===== config.mk =====
export PLATFORM = sky130hd
export DESIGN_NAME = nand_host
export DESIGN_NICKNAME = d
export VERILOG_FILES = /design/src/rtl/nand_host_pkg.sv /design/src/rtl/stream_if.sv /design/src/rtl/nand_host.sv /design/src/rtl/byte_fifo.sv
export SDC_FILE = /design/constraint.sdc
export NUM_CORES = 1
export LEC_CHECK = 0
export BUFFER_PORTS_ARGS = -buffer_cell sky130_fd_sc_hd__buf_2
export CORE_MARGIN = 4
export CORE_UTILIZATION = 55
export CTS_BUF_LIST = sky130_fd_sc_hd__clkbuf_2
export CTS_CLUSTER_DIAMETER = 50
export DETAILED_ROUTE_END_ITERATION = 8
export HOLD_SLACK_MARGIN = 0.03
export PLACE_DENSITY = 0.87
export SYNTH_ARGS = -nofsm -noshare
export SYNTH_HDL_FRONTEND = slang
export SYNTH_SLANG_ARGS = --single-unit

===== constraint.sdc =====
create_clock -name clk_sys -period 2.45 [get_ports clk_sys]
set_input_delay 0 -clock clk_sys [delete_from_list [all_inputs] [get_ports clk_sys]]
set_output_delay 0 -clock clk_sys [all_outputs]
set_load 0.02 [all_outputs]

===== src/rtl/nand_host_pkg.sv =====
// constants for the nand flash host controller
// assumes a single 25 MHz system clock
package nand_host_pkg;
	localparam int unsigned CLK_MHZ      = 25;
	localparam int unsigned PAGE_MAIN    = 4096;
	localparam int unsigned PAGE_SPARE   = 256;
	localparam int unsigned PAGE_BYTES   = PAGE_MAIN + PAGE_SPARE;
	localparam int unsigned BLOCK_PAGES  = 64;
	localparam int unsigned BLOCK_COUNT  = 2048;
	localparam int unsigned COL_W        = 13;
	localparam int unsigned ROW_W        = 17;
	localparam int unsigned PAGE_BITS    = 6;
	localparam int unsigned ADDR_CYCLES  = 5;
	localparam int unsigned COL_CYCLES   = 2;
	localparam int unsigned ROW_CYCLES   = 3;
	localparam logic [7:0] CMD_READ      = 8'h00;
	localparam logic [7:0] CMD_READ_GO   = 8'h30;
	localparam logic [7:0] CMD_COLCHG    = 8'h05;
	localparam logic [7:0] CMD_COLCHG_GO = 8'he0;
	localparam logic [7:0] CMD_CACHE_RD  = 8'h31;
	localparam logic [7:0] CMD_CACHE_END = 8'h3f;
	localparam logic [7:0] CMD_PROG      = 8'h80;
	localparam logic [7:0] CMD_PROG_GO   = 8'h10;
	localparam logic [7:0] CMD_PROG_CACHE = 8'h15;
	localparam logic [7:0] CMD_INCOL     = 8'h85;
	localparam logic [7:0] CMD_COPY_RD   = 8'h3a;
	localparam logic [7:0] CMD_COPY_PROG = 8'h8c;
	localparam logic [7:0] CMD_ERASE     = 8'h60;
	localparam logic [7:0] CMD_ERASE_GO  = 8'hd0;
	localparam logic [7:0] CMD_STATUS    = 8'h70;
	localparam logic [7:0] CMD_STATUS_MP = 8'h71;
	localparam logic [7:0] CMD_RESET     = 8'hff;
	// strobe phase: each half of a strobe pulse lasts this long
	localparam int unsigned T_PHASE_NS   = 40;
	localparam int unsigned PHASE_CYC    = (T_PHASE_NS * CLK_MHZ + 999) / 1000;
	localparam int unsigned FIFO_DEPTH   = 8;

	typedef enum logic [3:0] {
		OP_READ,
		OP_CACHE_RD,
		OP_CACHE_END,
		OP_COLCHG,
		OP_PROG,
		OP_PROG_CACHE,
		OP_INCOL,
		OP_COPY_RD,
		OP_COPY_PROG,
		OP_COPY_PROG_LAST,
		OP_ERASE,
		OP_STATUS,
		OP_STATUS_MP,
		OP_RESET
	} op_t;

	// column byte pair then three row bytes, upper lines forced low
	function automatic logic [7:0] addr_byte(input logic [COL_W-1:0] col,
		input logic [ROW_W-1:0] row, input logic [2:0] idx);
		logic [7:0] b;
		b = 8'h00;
		unique case (idx)
			3'd0: b = col[7:0];
			3'd1: b = {3'b000, col[12:8]};
			3'd2: b = row[7:0];
			3'd3: b = row[15:8];
			3'd4: b = {7'b0000000, row[16]};
			default: b = 8'h00;
		endcase
		return b;
	endfunction
endpackage


===== src/rtl/stream_if.sv =====
// valid/ready byte stream carrier between the host modules
// assumes both ends share clk_sys
`timescale 1ns/1ps
`default_nettype none
interface stream_if #(parameter int unsigned W = 8);
	logic         valid;
	logic         ready;
	logic [W-1:0] data;
	modport src (output valid, output data, input ready);
	modport snk (input valid, input data, output ready);
endinterface
`default_nettype wire


===== src/rtl/nand_host.sv =====
// nand flash host: sequences command, address and data cycles on the pins
// assumes pins are synchronous to clk_sys; ready_busy_n is pulled up outside
`timescale 1ns/1ps
`default_nettype none
module nand_host
	import nand_host_pkg::*;
#(
	parameter int unsigned LEN_W = 13
) (
	input  wire logic             clk_sys,
	input  wire logic             resetn,
	// user request port
	input  wire logic             req_valid,
	output logic                  req_ready,
	input  wire op_t              req_op,
	input  wire logic [COL_W-1:0] req_col,
	input  wire logic [ROW_W-1:0] req_row,
	input  wire logic [LEN_W-1:0] req_len,
	input  wire logic             wr_valid,
	output logic                  wr_ready,
	input  wire logic [7:0]       wr_data,
	output logic                  rd_valid,
	input  wire logic             rd_ready,
	output logic [7:0]            rd_data,
	output logic                  done,
	input  wire logic             guard_enable,
	// flash pins
	output logic                  chip_select_n,
	output logic                  command_latch_strobe,
	output logic                  address_latch_strobe,
	output logic                  write_strobe_n,
	output logic                  read_strobe_n,
	output logic                  write_guard_n,
	input  wire logic             ready_busy_n,
	input  wire logic [7:0]       io_in,
	output logic [7:0]            io_out,
	output logic                  io_oe_n
);
	typedef enum logic [3:0] {
		S_IDLE, S_CMD1, S_ADDR, S_DATA_IN, S_CMD2, S_WAIT_BUSY, S_WAIT_READY,
		S_DATA_OUT, S_FINISH
	} st_t;
	typedef enum logic [1:0] { K_CMD, K_ADDR, K_DIN, K_DOUT } kind_t;

	st_t               st_q, st_d;
	op_t               op_q, op_d;
	logic [COL_W-1:0]  col_q, col_d;
	logic [ROW_W-1:0]  row_q, row_d;
	logic [LEN_W-1:0]  len_q, len_d;
	logic [2:0]        idx_q, idx_d;
	logic [2:0]        aend_q, aend_d;
	logic [7:0]        out_q, out_d;
	logic              cs_n_q, cs_n_d, cle_q, cle_d, ale_q, ale_d;
	logic              we_n_q, we_n_d, re_n_q, re_n_d, oe_n_q, oe_n_d;
	logic [7:0]        ph_q, ph_d;
	logic              busy_seen_q, busy_seen_d;
	logic              done_q, done_d;
	logic              cycle_go, cycle_end;
	kind_t             kind;
	logic [7:0]        cyc_byte;

	stream_if #(.W(8)) fin ();
	stream_if #(.W(8)) fout ();

	// read data pass through the fifo; a full fifo stalls the read strobe
	byte_fifo #(.W(8), .DEPTH(FIFO_DEPTH)) u_rx_fifo (
		.clk_sys (clk_sys),
		.resetn  (resetn),
		.in_s    (fin.snk),
		.out_s   (fout.src)
	);
	assign rd_valid   = fout.valid;
	assign rd_data    = fout.data;
	assign fout.ready = rd_ready;
	assign fin.data   = io_in;

	function automatic logic [7:0] first_cmd(input op_t op);
		unique case (op)
			OP_READ, OP_COPY_RD:                 return CMD_READ;
			OP_CACHE_RD:                         return CMD_CACHE_RD;
			OP_CACHE_END:                        return CMD_CACHE_END;
			OP_COLCHG:                           return CMD_COLCHG;
			OP_PROG, OP_PROG_CACHE:              return CMD_PROG;
			OP_INCOL:                            return CMD_INCOL;
			OP_COPY_PROG, OP_COPY_PROG_LAST:     return CMD_COPY_PROG;
			OP_ERASE:                            return CMD_ERASE;
			OP_STATUS:                           return CMD_STATUS;
			OP_STATUS_MP:                        return CMD_STATUS_MP;
			default:                             return CMD_RESET;
		endcase
	endfunction

	function automatic logic [7:0] second_cmd(input op_t op);
		unique case (op)
			OP_READ:                             return CMD_READ_GO;
			OP_COPY_RD:                          return CMD_COPY_RD;
			OP_COLCHG:                           return CMD_COLCHG_GO;
			OP_PROG_CACHE, OP_COPY_PROG:         return CMD_PROG_CACHE;
			OP_ERASE:                            return CMD_ERASE_GO;
			default:                             return CMD_PROG_GO;
		endcase
	endfunction

	function automatic logic has_second(input op_t op);
		return op inside {OP_READ, OP_COPY_RD, OP_COLCHG, OP_PROG, OP_PROG_CACHE,
			OP_COPY_PROG, OP_COPY_PROG_LAST, OP_ERASE};
	endfunction

	function automatic logic is_busy_op(input op_t op);
		return op inside {OP_READ, OP_COPY_RD, OP_CACHE_RD, OP_CACHE_END, OP_PROG,
			OP_PROG_CACHE, OP_COPY_PROG, OP_COPY_PROG_LAST, OP_ERASE, OP_RESET};
	endfunction

	// while busy only the status and reset codes may go out
	assign req_ready = (st_q == S_IDLE) &&
		(ready_busy_n || req_op inside {OP_STATUS, OP_STATUS_MP, OP_RESET});

	// one strobe cycle: low phase then high phase, each PHASE_CYC long
	assign cycle_end = (ph_q == 8'(2 * PHASE_CYC - 1));
	assign kind = (st_q == S_ADDR) ? K_ADDR :
		(st_q == S_DATA_IN) ? K_DIN :
		(st_q == S_DATA_OUT) ? K_DOUT : K_CMD;
	assign cyc_byte = (st_q == S_CMD1) ? first_cmd(op_q) :
		(st_q == S_CMD2) ? second_cmd(op_q) : 8'h00;
	assign cycle_go = (st_q == S_CMD1) || (st_q == S_CMD2) || (st_q == S_ADDR) ||
		((st_q == S_DATA_IN) && (wr_valid || ph_q != 8'h00)) ||
		((st_q == S_DATA_OUT) && (fin.ready || ph_q != 8'h00));
	// a byte is taken from the user as its cycle starts and loads io_out
	assign wr_ready  = (st_q == S_DATA_IN) && (ph_q == 8'h00);
	// capture in the last low phase of the read strobe, while data stands
	assign fin.valid = (st_q == S_DATA_OUT) && (ph_q == 8'(PHASE_CYC));

	always_comb
	begin
		st_d        = st_q;
		op_d        = op_q;
		col_d       = col_q;
		row_d       = row_q;
		len_d       = len_q;
		idx_d       = idx_q;
		aend_d      = aend_q;
		out_d       = out_q;
		cs_n_d      = cs_n_q;
		cle_d       = 1'b0;
		ale_d       = 1'b0;
		we_n_d      = 1'b1;
		re_n_d      = 1'b1;
		oe_n_d      = oe_n_q;
		ph_d        = 8'h00;
		busy_seen_d = busy_seen_q;
		done_d      = 1'b0;
		if (cycle_go && !cycle_end)
			ph_d = ph_q + 8'h01;
		if (cycle_go)
		begin
			// hold the latch strobes through the whole cycle
			cle_d = (kind == K_CMD);
			ale_d = (kind == K_ADDR);
			if (kind == K_DOUT)
			begin
				re_n_d = (ph_q >= 8'(PHASE_CYC));
				oe_n_d = 1'b1;
			end
			else
			begin
				we_n_d = (ph_q >= 8'(PHASE_CYC));
				oe_n_d = 1'b0;
				out_d  = (kind == K_ADDR) ? addr_byte(col_q, row_q, idx_q) :
					(kind == K_DIN) ? (ph_q == 8'h00 ? wr_data : out_q) : cyc_byte;
			end
		end
		unique case (st_q)
			S_IDLE:
			begin
				oe_n_d = 1'b1;
				if (req_valid && req_ready)
				begin
					st_d   = S_CMD1;
					op_d   = req_op;
					col_d  = req_col;
					row_d  = req_row;
					len_d  = req_len;
					cs_n_d = 1'b0;
				end
				else if (ready_busy_n)
					cs_n_d = 1'b1;
			end
			S_CMD1:
				if (cycle_end)
				begin
					// erase skips the column bytes; 3-cycle row only
					idx_d  = (op_q == OP_ERASE) ? 3'(COL_CYCLES) : 3'd0;
					aend_d = (op_q inside {OP_COLCHG, OP_INCOL}) ? 3'(COL_CYCLES) :
						3'(ADDR_CYCLES);
					if (op_q inside {OP_STATUS, OP_STATUS_MP})
					begin
						len_d = LEN_W'(1);
						st_d  = S_DATA_OUT;
					end
					else if (op_q inside {OP_CACHE_RD, OP_CACHE_END, OP_RESET})
						st_d = S_WAIT_BUSY;
					else
						st_d = S_ADDR;
				end
			S_ADDR:
				if (cycle_end)
				begin
					idx_d = idx_q + 3'd1;
					if (idx_q + 3'd1 == aend_q)
					begin
						if (op_q inside {OP_PROG, OP_PROG_CACHE, OP_INCOL, OP_COPY_PROG,
							OP_COPY_PROG_LAST})
							st_d = (len_q != '0) ? S_DATA_IN : (has_second(op_q) ? S_CMD2 :
								S_FINISH);
						else
							st_d = S_CMD2;
					end
				end
			S_DATA_IN:
				if (cycle_end)
				begin
					len_d = len_q - LEN_W'(1);
					if (len_q == LEN_W'(1))
						st_d = has_second(op_q) ? S_CMD2 : S_FINISH;
				end
			S_CMD2:
				if (cycle_end)
				begin
					if (op_q == OP_COLCHG)
						st_d = (len_q != '0) ? S_DATA_OUT : S_FINISH;
					else
						st_d = S_WAIT_BUSY;
				end
			S_WAIT_BUSY:
			begin
				// confirm may not pull busy at once; allow a bounded window
				ph_d = ph_q + 8'h01;
				if (!ready_busy_n)
					busy_seen_d = 1'b1;
				if (busy_seen_q || ph_q == 8'hff)
					st_d = S_WAIT_READY;
			end
			S_WAIT_READY:
			begin
				busy_seen_d = 1'b0;
				// strobes rest high while busy, cs kept low
				if (ready_busy_n)
					st_d = (is_busy_op(op_q) && len_q != '0 &&
						op_q inside {OP_READ, OP_COPY_RD, OP_CACHE_RD, OP_CACHE_END}) ?
						S_DATA_OUT : S_FINISH;
			end
			S_DATA_OUT:
				if (cycle_end)
				begin
					len_d = len_q - LEN_W'(1);
					if (len_q == LEN_W'(1))
						st_d = S_FINISH;
				end
			S_FINISH:
			begin
				done_d = 1'b1;
				st_d   = S_IDLE;
			end
			default:
				st_d = S_IDLE;
		endcase
	end

	always_ff @(posedge clk_sys or negedge resetn)
	begin
		if (!resetn)
		begin
			st_q        <= S_IDLE;
			op_q        <= OP_READ;
			col_q       <= '0;
			row_q       <= '0;
			len_q       <= '0;
			idx_q       <= '0;
			aend_q      <= '0;
			out_q       <= 8'h00;
			cs_n_q      <= 1'b1;
			cle_q       <= 1'b0;
			ale_q       <= 1'b0;
			we_n_q      <= 1'b1;
			re_n_q      <= 1'b1;
			oe_n_q      <= 1'b1;
			ph_q        <= 8'h00;
			busy_seen_q <= 1'b0;
			done_q      <= 1'b0;
		end
		else
		begin
			st_q        <= st_d;
			op_q        <= op_d;
			col_q       <= col_d;
			row_q       <= row_d;
			len_q       <= len_d;
			idx_q       <= idx_d;
			aend_q      <= aend_d;
			out_q       <= out_d;
			cs_n_q      <= cs_n_d;
			cle_q       <= cle_d;
			ale_q       <= ale_d;
			we_n_q      <= we_n_d;
			re_n_q      <= re_n_d;
			oe_n_q      <= oe_n_d;
			ph_q        <= ph_d;
			busy_seen_q <= busy_seen_d;
			done_q      <= done_d;
		end
	end

	assign chip_select_n        = cs_n_q;
	assign command_latch_strobe = cle_q;
	assign address_latch_strobe = ale_q;
	assign write_strobe_n       = we_n_q;
	assign read_strobe_n        = re_n_q;
	assign io_out               = out_q;
	assign io_oe_n              = oe_n_q;
	assign done                 = done_q;
	// guard high only when user allows program/erase
	assign write_guard_n        = guard_enable;
endmodule
`default_nettype wire


===== src/rtl/byte_fifo.sv =====
// synchronous fifo with valid/ready on both sides, registered read data
// assumes one clock and an active-low asynchronous reset
`timescale 1ns/1ps
`default_nettype none
module byte_fifo #(
	parameter int unsigned W     = 8,
	parameter int unsigned DEPTH = 8
) (
	input  wire logic clk_sys,
	input  wire logic resetn,
	stream_if.snk     in_s,
	stream_if.src     out_s
);
	localparam int unsigned AW = $clog2(DEPTH);
	logic [W-1:0]  mem_q [DEPTH];
	logic [AW-1:0] wr_q, wr_d, rd_q, rd_d;
	logic [AW:0]   cnt_q, cnt_d;
	logic [W-1:0]  dout_q, dout_d;
	logic          dv_q, dv_d;
	logic          push, pop;

	// one output register in front of the array; cnt_q leaves it out, so DEPTH+1 bytes fit
	assign in_s.ready  = (cnt_q != (AW+1)'(DEPTH));
	assign push        = in_s.valid && in_s.ready;
	assign pop         = (cnt_q != '0) && (!dv_q || out_s.ready);
	assign out_s.valid = dv_q;
	assign out_s.data  = dout_q;

	always_comb
	begin
		wr_d   = push ? AW'(wr_q + 1'b1) : wr_q;
		rd_d   = pop ? AW'(rd_q + 1'b1) : rd_q;
		cnt_d  = cnt_q + (AW+1)'(push) - (AW+1)'(pop);
		dout_d = pop ? mem_q[rd_q] : dout_q;
		dv_d   = pop ? 1'b1 : (out_s.ready ? 1'b0 : dv_q);
	end

	always_ff @(posedge clk_sys)
	begin
		if (push)
			mem_q[wr_q] <= in_s.data;
	end

	always_ff @(posedge clk_sys or negedge resetn)
	begin
		if (!resetn)
		begin
			wr_q   <= '0;
			rd_q   <= '0;
			cnt_q  <= '0;
			dout_q <= '0;
			dv_q   <= 1'b0;
		end
		else
		begin
			wr_q   <= wr_d;
			rd_q   <= rd_d;
			cnt_q  <= cnt_d;
			dout_q <= dout_d;
			dv_q   <= dv_d;
		end
	end
endmodule
`default_nettype wire


; ---- Yosys cells after proc, flatten, opt, wreduce, memory -nomap -nowiden
; Memory sizes are Yosys's and may differ from the RTL's. A register that Yosys moved wholly into a read port is not among the register bits.
; Cells that the tools add are included.
[word_totals]
ff_bits = 92
mem_bits_rw = 64
mem_bits_ro = 128
inputBits = 70
output_inout_bits = 27
elab_cells = 198
memories = 2
[classes]
addsub = 7
order_cmp = 1
eq_ne = 51
muxes = 60
bitwise_logic = 1
reduce_logical = 55
[mem_list]
columns = name, words, width, rd, rd_clocked_by_memory_dff, wr, line
row1 = (no name shown), 16, 8, 1, 0, 0, nand_host.sv:78  ; unique case (op)
row2 = u_rx_fifo.mem_q, 8, 8, 1, 1, 1, byte_fifo.sv:15  ; logic [W-1:0] mem_q [DEPTH];
[ops]
columns = op, count
row1 = case mux 8 bit (5 select lines), 2
row2 = 2-to-1 mux 4 bit, 17
row3 = 2-to-1 mux 8 bit, 7
row4 = 2-to-1 mux 13 bit, 4
row5 = equality test 4 bit (second input constant), 10
row6 = case mux 13 bit (3 select lines), 1
row7 = equality test 4 x 3 -> 1 bit (second input constant), 8
row8 = case mux 4 bit (8 select lines), 1
row9 = 2-to-1 mux 1 bit, 17
row10 = equality test 4 x 2 -> 1 bit (second input constant), 4
row11 = inequality test 2 bit (second input constant), 8
row12 = nonzero test 8 bit, 2
row13 = 2-to-1 mux 3 bit, 5
row14 = nonzero test 2 bit, 7
row15 = equality test 13 x 1 -> 1 bit (second input constant), 1
row16 = nonzero test 13 bit, 1
row17 = subtractor 13 x 1 -> 13 bit (second input constant), 1
row18 = inequality test 2 x 1 -> 1 bit (second input constant), 6
row19 = logical AND 1 bit, 11
row20 = AND reduction 11 bit, 1
row21 = nonzero test 10 bit, 1
row22 = adder 3 x 1 -> 3 bit (second input constant), 3
row23 = logical OR 1 bit, 9
row24 = nonzero test 3 bit, 3
row25 = 30 further kinds, 45

; ---- Longest topological paths before layout
; Gate-level depths: netlist of the first run.
[depth]
depth_word = 8
ltp_mapped = 10
ltp_nobuf = 9

; ---- Modules after synthesis
; From an unflattened synthesis of the first run, not the netlist that was laid out.
[hier_totals]
hier_cells = 693
hier_area_um2 = 8211.6
[by_module_without_submodules]
columns = mod, n_inst, cells_each, area_each_um2, seq_area_each_um2
row1 = nand_host, 1, 486, 4737.0, 2006.9
row2 = byte_fifo, 1, 207, 3474.6, 2397.3

; ---- Least setup slack after synthesis of the first run
; Ideal clock, no wire load.
[synth_path]
kind = register -> register
from = reg st_q[3]
to = mem u_rx_fifo.mem_q[1][0], enable pin
setup_ns = 0.383
t_arrival_ns = 2.133
required_time_ns = 2.067
path_slack_ns = -0.066
path_stages_with_launch = 8
path_buffers = 2
period_less_slack_ns = 2.516
path_cell_list = dfrtp_1 -> clkbuf_1 -> nor2_1 -> clkbuf_1 -> nand3_1 -> nor2_1 -> nand2_1 -> nor3_1
[synth_between]
elab_chain_len = 5
[synth_rtl]
columns = element, line
row1 = "start, declared", nand_host.sv:45  ; st_t st_q, st_d;
row2 = "start signal, assigned", nand_host.sv:293  ; st_q <= st_d;
row3 = equality test 4 x 3 -> 1 bit, nand_host.sv:131  ; assign fin.valid = (st_q == S_DATA_OUT) && (ph_q == 8'(PHASE_CYC));
row4 = logical AND 1 bit, nand_host.sv:131
row5 = logical AND 1 bit, byte_fifo.sv:24  ; assign push = in_s.valid && in_s.ready;
row6 = named net u_rx_fifo.push, byte_fifo.sv:20  ; logic push, pop;
row7 = 2-to-1 mux 1 bit, byte_fifo.sv:40  ; if (push)
row8 = 2-to-1 mux 1 bit (implied by the code), byte_fifo.sv:41  ; mem_q[wr_q] <= in_s.data;
row9 = "end, declared", byte_fifo.sv:15
; The timed path passes the listed nets, and every way through them passes these cells.

; ---- Final worst setup path of the first run
[layout_path]
from = reg idx_q[0]
to = reg st_q[0]
[layout_between]
elab_chain_len = 4
[layout_rtl]
columns = element, line
row1 = "start, declared", nand_host.sv:50  ; logic [2:0] idx_q, idx_d;
row2 = "start signal, assigned", nand_host.sv:298  ; idx_q <= idx_d;
row3 = adder 3 x 1 -> 3 bit, nand_host.sv:209  ; if (idx_q + 3'd1 == aend_q)
row4 = equality test 3 bit, nand_host.sv:209
row5 = inequality test 2 x 1 -> 1 bit (no source line), --
row6 = AND reduction 11 bit (no source line), --
; No other way between the ends.
; A chain may end at the register's enable or synchronous reset.

==> impl_metrics.tcl, run 1 <==
set metrics [dict create \
    status "completed" \
    max_freq_mhz 425 \
    pin_count 97 \
    die_w_um 128 \
    synth_cells 739 \
    powerDensity_nw_per_um2 1100 \
    synthesis.nets 834 \
    p_total_mw 11.3 \
    fin_cells 1172 \
    yosysWarningCount 0 \
    grt_pass1_vias 6998 \
    tightest_slew_ns 1.02 \
    path_max_fanout 6 \
    drtIter0Drc 711 \
    power_leakage_nw 4.47 \
    fin_ws_ns 0.0959 \
    io_buffers 94 \
    viasPerCell 5.90 \
    period_share_pct 96.1 \
    syn_to_final_growth_pct 30.9 \
    hp-class "in -> reg" \
    final_area_um2 10300 \
    htree_levels 4 \
    ant_nets 0 \
    cts.reportedPaths.clkPinSlew_ns 0.28 \
    cts_setup_buffers 0 \
    initial_core_util_pct 56.5 \
    timing.slew.headroom_pct 32.2 \
    grt_pass1_wl_um 35800 \
    finClkSkew_ns 0.0444 \
    antenna_cells 0 \
    antenna_found_initial 0 \
    setup.worst_path.end_class "register" \
    worstPathRequired_ns 3.11 \
    worstSetupPathType "reg -> reg" \
    synth-seq-area-share_pct 55.7 \
    synth.ff_latch_count 163 \
    cp.arrival_ns 3.02 \
    dp_hpwl_um 13200 \
    final_util_pct 73.9 \
    gp_congestion 0.955 \
    vias 6913 \
    worstSetupStartpointType "register" \
    synth_cell_types 67 \
    vdd_drop_max_mv 0.919 \
    cts_buffers 17 \
    clock_sinks 163 \
    synthesis.area_um2 7900 \
    tns_ns 0 \
    rows 43 \
    grt_max_degree 80 \
    finalSetupViolCount 0 \
    ys_async_sr_fraction_pct 60.7 \
    synth_top_flop_cell "dfrtp_1" \
    clk_latency_ns 0.77 \
    cap_viol_max_count 0 \
    hold_ws_ns 0.104 \
    place_ws_ns 0.0574 \
    clockRootBuffer "clkbuf_2" \
    place_area_um2 8810 \
    drtPass1Iterations 5 \
    cts_buffer_depth 2 \
    die_height_um 128 \
    synth-edff-count 64 \
    slew_viol_final 0 \
    syn_avg_cell_area_um2 10.7 \
    cts_tree "built" \
    avgRoutedWirePerCell_um 19.0 \
    placedCellCount 1018 \
    grt_usage_pct 28.1 \
    final_nets 1074 \
    die_area_um2 16400 \
    core_area_um2 14000 \
    drive_gt1_share_pct 21.9 \
    grt-ovfl-total 0 \
    hold_violations 0 \
    drcViolationCount 0 \
    drt_wl_total_um 22300 \
    period_needed_ns 2.35 \
]
==> cell usage in the layout, fill, tap and decap left out, types with 17 or more instances in the layout <==
| master | Yosys | routed |
|---|---|---|
| dfrtp_1 | 95 | 93 |
| o21ai_0 | 45 | 45 |
| ha_1 | 24 | 23 |
| clkbuf_2 | 0 | 17 |
| nor2_1 | 66 | 66 |
| edfxtp_1 | 64 | 64 |
| inv_1 | 24 | 24 |
| buf_2 | 4 | 93 |
| dlygate4sd3_1 | 0 | 122 |
| buf_4 | 1 | 46 |
| nand2_1 | 126 | 126 |
| a21oi_1 | 53 | 53 |
==> cells in the mapped netlist, drive strengths merged, types with 4 or more instances <==
library cell	number	area share, %
a21oi	53	3.4
a222oi	5	0.63
a22oi	8	0.76
a31oi	6	0.47
a32oi	4	0.44
buf	11	0.63
clkbuf	30	1.4
dfrtp	95	30
dfstp	4	1.3
edfxtp	64	24
ha	24	3.8
inv	25	1.2
mux2	5	0.76
mux2i	10	1.3
mux4	16	4.6
nand2	126	6.0
nand2b	7	0.55
nand3	12	0.76
nand3b	5	0.47
nor2	67	3.3
nor2b	5	0.40
nor3	17	1.1
nor4	6	0.63
o211ai	11	1.0
o21a	4	0.38
o21ai	50	3.2
or2	4	0.32
or3	5	0.40
xnor2	6	0.66
xor2	10	1.1
==> report_power, final <==
part | internal (mW) | switching [mW] | total, mW | leakage [nW]
combinational | 2.34 | 3.05 | 5.40 | 2.51
sequential | 3.55 | 0.718 | 4.27 | 1.79
clock | 0.544 | 1.12 | 1.66 | 0.171
total | 6.44 | 4.89 | 11.3 | 4.47
==> per-layer routing <==
metal / part of all wire [%] / wire (um) / vias to the layer above / global-route usage, %
met3: 6.3 / 1410 / 90 / 5.29
met5: 0 / 0 / - / 0
met2: 50 / 11200 / 391 / 47.5
li1: - / - / 3131 / -
met4: 4.4 / 984 / 0 / 13.3
met1: 39 / 8700 / 3301 / 35.0
==> sequential cells by signal (all words and copies together), names as in the netlist, 2 cells and up <==
name / cells
op_q: 4
u_rx_fifo.rd_q: 3
u_rx_fifo.mem_q: 64
st_q: 4
col_q: 13
u_rx_fifo.wr_q: 3
row_q: 17
io_out: 8
idx_q: 3
u_rx_fifo.cnt_q: 4
len_q: 13
aend_q: 2
ph_q: 8
u_rx_fifo.out_s.data: 8
==> final timing paths <==
| path | from | endpoint | slack [ns] | cells after the start |
|---|---|---|---|---|
| max in group asynchronous | resetn | u_rx_fifo.out_s.valid | 1.22 | 4 |
| worst min-delay path | req_len[6] | len_q[6] | 0.10 | 4 |
| worst min register to register | row_q[15] | row_q[15] | 0.52 | 2 |
| worst max-delay path | idx_q[0] | st_q[0] | 0.1 | 7 |
| min in group asynchronous | resetn | op_q[3] | 0.41 | 3 |
| worst max register to register | idx_q[0] | st_q[0] | 0.1 | 7 |
==> final cells by class <==
class,instances,area (um2)
clock buffers,17,85.1
clock inverters,15,209
fillers,872,3650
inverters,25,93.8
multi-input cells,510,3270
flip-flops and latches,163,4410
well taps,180,225
repair buffers,262,2050
==> what timing repair did <==
item,in CTS,in global routing
setup endpoints to repair,0,4
endpoints found under the hold margin,243,0
hold buffers,122,0
resized for setup,0,5
==> kinds of logic (layout without fill, tap and decap cells) <==
logic type,count (synthesis),count (layout),synth area share (%)
and+or+nand+nor,272,272,15.7
muxes,31,31,6.59
xor gates and xnor gates,16,16,1.77
buffers and inverters,66,319,3.25
AOI/OAI and AO/OA,166,166,12.9
DFF,163,163,55.7
adders and majority gates,25,25,4.05
==> worst max-delay path, stage by stage (launching register included) <==
cell	delay (ns)
dfrtp_1	0.45
ha_1	0.23
ha_1	0.31
nand2b_1	0.15
o22ai_1	0.12
a21oi_1	0.10
or4_4	0.58
mux2_4	0.31
No activity file was read; power rests on OpenSTA's default activity.
==> run 2: changes to the inputs <==
--- a/config.mk
+++ b/config.mk
@@ -7,12 +7,14 @@
 export LEC_CHECK = 0
 export BUFFER_PORTS_ARGS = -buffer_cell sky130_fd_sc_hd__buf_2
 export CORE_MARGIN = 4
-export CORE_UTILIZATION = 55
+export CORE_UTILIZATION = 45
 export CTS_BUF_LIST = sky130_fd_sc_hd__clkbuf_2
 export CTS_CLUSTER_DIAMETER = 50
+export CTS_CLUSTER_SIZE = 12
 export DETAILED_ROUTE_END_ITERATION = 8
 export HOLD_SLACK_MARGIN = 0.03
-export PLACE_DENSITY = 0.87
+export PLACE_DENSITY = 0.75
+export SETUP_SLACK_MARGIN = 0.4
 export SYNTH_ARGS = -nofsm -noshare
 export SYNTH_HDL_FRONTEND = slang
 export SYNTH_SLANG_ARGS = --single-unit
==> run 2 against run 1 <==
  * Core utilization decreased by 8.8 points
  * Flip-flop and latch count did not move
  * Worst setup slack improved by 0.10 ns
  * Highest routed layer unchanged
==> impl_metrics.tcl, run 2 (synthesis gave the netlist of run 1 again) <==
set metrics [dict create \
    status "completed" \
    critPathMaxStageDelay_ns 0.57 \
    clockRootBuffer "clkbuf_2" \
    grt-ovfl-total 0 \
    top_register "u_rx_fifo.mem_q" \
    clock_sinks 163 \
    top_regs "u_rx_fifo.mem_q x64, row_q x17" \
    tns_ns 0 \
    die_area_um2 19700 \
    htree_levels 4 \
    antenna_found_initial 0 \
    largest_register_ffs 64 \
    tightest_slew_ns 0.762 \
    gp_congestion 0.923 \
    powerDensity_nw_per_um2 1090 \
    power_leakage_nw 4.72 \
    pin_count 97 \
    drcViolationCount 0 \
    slew_viol_final 0 \
    cts_buffers 17 \
    avgRoutedWirePerCell_um 18.0 \
    path_max_fanout 6 \
    drive_gt1_share_pct 31.6 \
    dp_hpwl_um 12700 \
    rsz0062_at_grt "yes" \
    cts.reportedPaths.clkPinSlew_ns 0.28 \
    grt_max_degree 56 \
    grt_pass1_wl_um 34600 \
    layout_commonest_cell "dlygate4sd3_1" \
    period_needed_ns 2.25 \
    antenna_cells 0 \
    cap_viol_max_count 0 \
    drtIter0Drc 669 \
    rows 48 \
    clk_latency_ns 0.77 \
    cts_buffer_depth 2 \
    hold_violations 0 \
    final_cell_mix "dlygate4sd3_1 (125), nand2_1 (124), buf_2 (92), dfrtp_1 (86), buf_4 (74)" \
    cp.arrival_ns 2.94 \
    viasPerCell 5.53 \
    crit_top_cell "or4_4" \
    grt_usage_pct 22.0 \
    finalSetupViolCount 0 \
    final_nets 1118 \
    period_share_pct 92.0 \
    ant_nets 0 \
    worstPathRequired_ns 3.13 \
    worstSetupPathType "reg -> reg" \
    hold_ws_ns 0.112 \
    drtPass1Iterations 6 \
    io_buffers 94 \
    syn_to_final_growth_pct 42.0 \
    drt_wl_total_um 22600 \
    vdd_drop_max_mv 0.684 \
    worstSetupStartpointType "register" \
    hp-class "in -> reg" \
    setup.worst_path.end_class "register" \
    initial_core_util_pct 45.9 \
    grt_pass1_vias 6784 \
    path_cells "or4_4 > nor2_4 > a41oi_2 > or4_4 > mux2_4" \
    nFillCells 1247 \
    max_freq_mhz 444 \
    p_total_mw 12.2 \
    core_area_um2 17200 \
    vias 6970 \
    cts_tree "built" \
    crit_slowest_cell "or4_4" \
    timing.slew.headroom_pct 49.2 \
    die_height_um 141 \
    finClkSkew_ns 0.0499 \
    die_w_um 141 \
]
-- run 2: final timing paths --
kind                                  to         from  slack, ns  cells past startpoint
min reg2reg                  busy_seen_q  busy_seen_q       0.52                      2
max reg2reg                      st_q[0]    len_q[11]       0.20                      5
min                             len_q[8]   req_len[8]       0.11                      4
max                              st_q[0]    len_q[11]       0.20                      5
max in group asynchronous        ph_q[6]       resetn       1.75                      4
min in group asynchronous  chip_select_n       resetn       0.33                      3
-- run 2: per-layer routing --
metal / GRT usage (%) / wire [um] / up-vias
met2: 35.5 / 11100 / 323
met5: 0 / 0 / -
li1: - / - / 3243
met3: 5.26 / 1800 / 57
met1: 29.5 / 9190 / 3347
met4: 7.04 / 569 / 0
-- run 2: where the power goes --
part | total, mW | leakage, nW | internal, mW | switching (mW)
combinational | 6.42 | 2.79 | 3.00 | 3.42
clock | 1.53 | 0.150 | 0.357 | 1.17
sequential | 4.26 | 1.79 | 3.56 | 0.696
total | 12.2 | 4.72 | 6.92 | 5.29
-- run 2: what timing repair did --
item                                    in CTS  in global routing
pin swaps                                   17                 28
setup buffers                               26                 22
endpoints found under the hold margin      245                  1
gates resized for setup                     47                 53
cloned                                       0                  3
endpoints found under the setup margin      72                 95
hold buffers                               125                  1
-- run 2: metrics by stage --
stage	instance area, um2	cells	setup slack (ns)	util, %
finish	11200	1261	0.195	65.1
global route	11200	1261	0.0681	65.1
CTS	10800	1235	0.257	62.6
detailed placement	8890	1052	0.0888	51.6
global placement	8890	1052	0.136	51.6
floorplan	8010	739	0.225	-
-- run 2: area by class of cell --
class	count	area, um2	share of cell area (%)
sequential	163	4420	39.3
tap	225	282	2.51
multi-input combinational	512	3690	32.9
clock buffer	17	85.1	0.758
timing repair buffer	304	2460	22.0
inverter	25	103	0.914
clock inverter	15	184	1.64
-- run 2: critical path: cells and delay by family, from the launching register on --
family,cells,cell delay [ns]
muxes,1,0.32
and+or+nand+nor,3,1.27
DFF,1,0.47
AOI/OAI and AO/OA,1,0.12
==> run 3: changes to the inputs <==
--- a/config.mk
+++ b/config.mk
@@ -13,7 +13,7 @@
 export CTS_CLUSTER_SIZE = 12
 export DETAILED_ROUTE_END_ITERATION = 8
 export HOLD_SLACK_MARGIN = 0.03
-export PLACE_DENSITY = 0.75
+export PLACE_DENSITY = 0.72
 export SETUP_SLACK_MARGIN = 0.4
 export SYNTH_ARGS = -nofsm -noshare
 export SYNTH_HDL_FRONTEND = slang
==> constraint.sdc (replaced) <==
create_clock -name clk_sys -period 2.8 [get_ports clk_sys]
set_input_delay 0 -clock clk_sys [delete_from_list [all_inputs] [get_ports clk_sys]]
set_output_delay 0 -clock clk_sys [all_outputs]
set_load 0.02 [all_outputs]
==> run 3 against run 2 <==
  * Non-clock buffer count is 48 lower
  * Clock skew down 0.011 ns
  * Count of clock-buffer cells in the layout grew 1
  * Sequential power down 12%
  * Combinational power shrank 30%
  * Via count down 4.1%
  * Clock power down 11%
  * Critical path type unchanged
  * Largest cell class unchanged
  * Design area is 6.8% lower
  * Hold slack lost 0.015 ns
  * Global-route usage about the same
  * Worst setup slack improved by 0.26 ns
  * Sequential share of layout area rose by 2.8 points
  * Highest routed layer unchanged
==> impl_metrics.tcl, run 3 (synthesis gave the netlist of run 1 again) <==
set metrics [dict create \
    fin_cells 1214 \
    syn_to_final_growth_pct 32.3 \
    top_register "u_rx_fifo.mem_q" \
    finClkSkew_ns 0.0385 \
    cts_buffers 17 \
    placedCellCount 1043 \
    top_regs "u_rx_fifo.mem_q x64, row_q x17" \
    worstSetupStartpointType "register" \
    grt_max_degree 59 \
    tns_ns 0 \
    rows 48 \
    drive_gt1_share_pct 22.6 \
    clockRootBuffer "clkbuf_2" \
    final_area_um2 10500 \
    max_freq_mhz 427 \
    rsz0062_at_grt "yes" \
    power_switching_mw 4.15 \
    die_w_um 141 \
    clock_sinks 163 \
    place_ws_ns 0.328 \
    slew_viol_final 0 \
    cts_buffer_depth 2 \
    hold_violations 0 \
    drtPass1Iterations 5 \
    cap_viol_max_count 0 \
    drtIter0Drc 539 \
    layout_commonest_cell "dlygate4sd3_1" \
    p_int_mw 5.47 \
    die_area_um2 19700 \
    period_needed_ns 2.34 \
    path_max_fanout 6 \
    initial_core_util_pct 45.9 \
    combPwrFrac_pct 46.6 \
    worstPathRequired_ns 3.47 \
    pin_count 97 \
    grt_pass1_wl_um 34700 \
    dp_hpwl_um 12700 \
    status "completed" \
    grtUsageMet3_pct 4.17 \
    grtUsageMet1_pct 29.5 \
    antenna_found_initial 2 \
    io_buffers 94 \
    clkPwrFrac_pct 14.2 \
    finalSetupViolCount 0 \
    grtUsageMet2_pct 35.6 \
    timing.slew.headroom_pct 48.9 \
    drt_wl_total_um 20900 \
    drcViolationCount 0 \
    busiest_layer "met2" \
    place_area_um2 8720 \
    period_share_pct 83.7 \
    grt_pass1_vias 6745 \
    fin_ws_ns 0.457 \
    hp-class "in -> reg" \
    cts.reportedPaths.clkPinSlew_ns 0.26 \
    worstSetupPathType "reg -> reg" \
    p_seq_share_pct 39.2 \
    tightest_slew_ns 0.766 \
    vdd_drop_max_mv 0.574 \
    power_leakage_nw 4.43 \
    grt_usage_pct 22.0 \
    nFillCells 1406 \
    die_height_um 141 \
    netSwitchingFraction_pct 43.1 \
    powerDensity_nw_per_um2 920 \
    cts_tree "built" \
    vias 6682 \
    cp.arrival_ns 3.01 \
    ant_nets 0 \
    largest_register_ffs 64 \
    htree_levels 4 \
    avgRoutedWirePerCell_um 17.3 \
    setup.worst_path.end_class "register" \
    final_cell_mix "dlygate4sd3_1 (129), nand2_1 (125), buf_2 (93), dfrtp_1 (89)" \
    viasPerCell 5.50 \
    core_area_um2 17200 \
    clk_latency_ns 0.76 \
    grt-ovfl-total 0 \
    final_nets 1068 \
    gp_congestion 0.926 \
    p_total_mw 9.62 \
]
-- run 3: changes by cell type in the layout (fill, tap and decap cells not counted), sizes merged --
cell / delta
buf: -51
dlygate4sd3: +4
clkinvlp: -3
diode: +3
a221o: -2
inv: +2
bufinv: +1
clkbuf: +1
clkdlybuf4s15: -1
clkinv: -1
-- run 3: path summary, 6_finish.rpt --
check | from | endpoint | slack, ns | depth (start not counted)
worst max register to register | len_q[8] | st_q[0] | 0.46 | 5
worst min register to register | row_q[16] | row_q[16] | 0.52 | 2
max in group asynchronous | resetn | idx_q[0] | 2.13 | 4
min in group asynchronous | resetn | io_oe_n | 0.32 | 3
worst max-delay path | len_q[8] | st_q[0] | 0.46 | 5
worst min-delay path | req_len[10] | len_q[10] | 0.1 | 4
-- run 3: metal layers --
layer / wire [um] / part of all wire, %
met1: 8920 / 43
met2: 10000 / 48
met3: 1300 / 6.2
met4: 696 / 3.3
met5: 0 / 0
-- run 3: what timing repair did --
action                     CTS  global route
pin swaps                    0             3
setup buffers                0             6
setup endpoints to repair   16            88
hold endpoints to repair   242             0
hold buffers               130             0
resized for setup            5            23
-- run 3: metrics by stage --
stage / util, % / hold slack (ns)
after floorplan: - / -0.296
after global placement: 50.6 / 0.000401
after detailed placement: 50.6 / 0.000401
after CTS: 59.9 / 0.0300
after global routing: 60.7 / 0.101
final: 60.7 / 0.0972
-- run 3: power by group through the flow --
stage                     combinational, mW  clock, mW  sequential, mW
final                                  4.49       1.36            3.77
after CTS                              4.25       1.40            3.74
after global routing                   5.00       1.51            3.87
after global placement                 3.98          0            3.78
after detailed placement               4.05          0            3.80
after floorplan                        3.01          0            3.68
-- run 3: area by class of cell --
| type | count | area (um2) | area share [%] |
|---|---|---|---|
| Tap cell | 225 | 282 | 2.69 |
| Multi-Input combinational cell | 510 | 3350 | 32.0 |
| Clock inverter | 14 | 184 | 1.76 |
| Antenna cell | 3 | 7.51 | 0.0718 |
| Timing Repair Buffer | 256 | 2040 | 19.5 |
| Clock buffer | 18 | 90.1 | 0.862 |
| Inverter | 25 | 93.8 | 0.897 |
| Sequential cell | 163 | 4410 | 42.2 |
-- run 3: critical path, cell delays in order (launching register included) --
cell,delay (ns)
dfrtp_2,0.49
or4_4,0.58
nor2_4,0.12
a41oi_1,0.15
or4_4,0.62
mux2_4,0.32
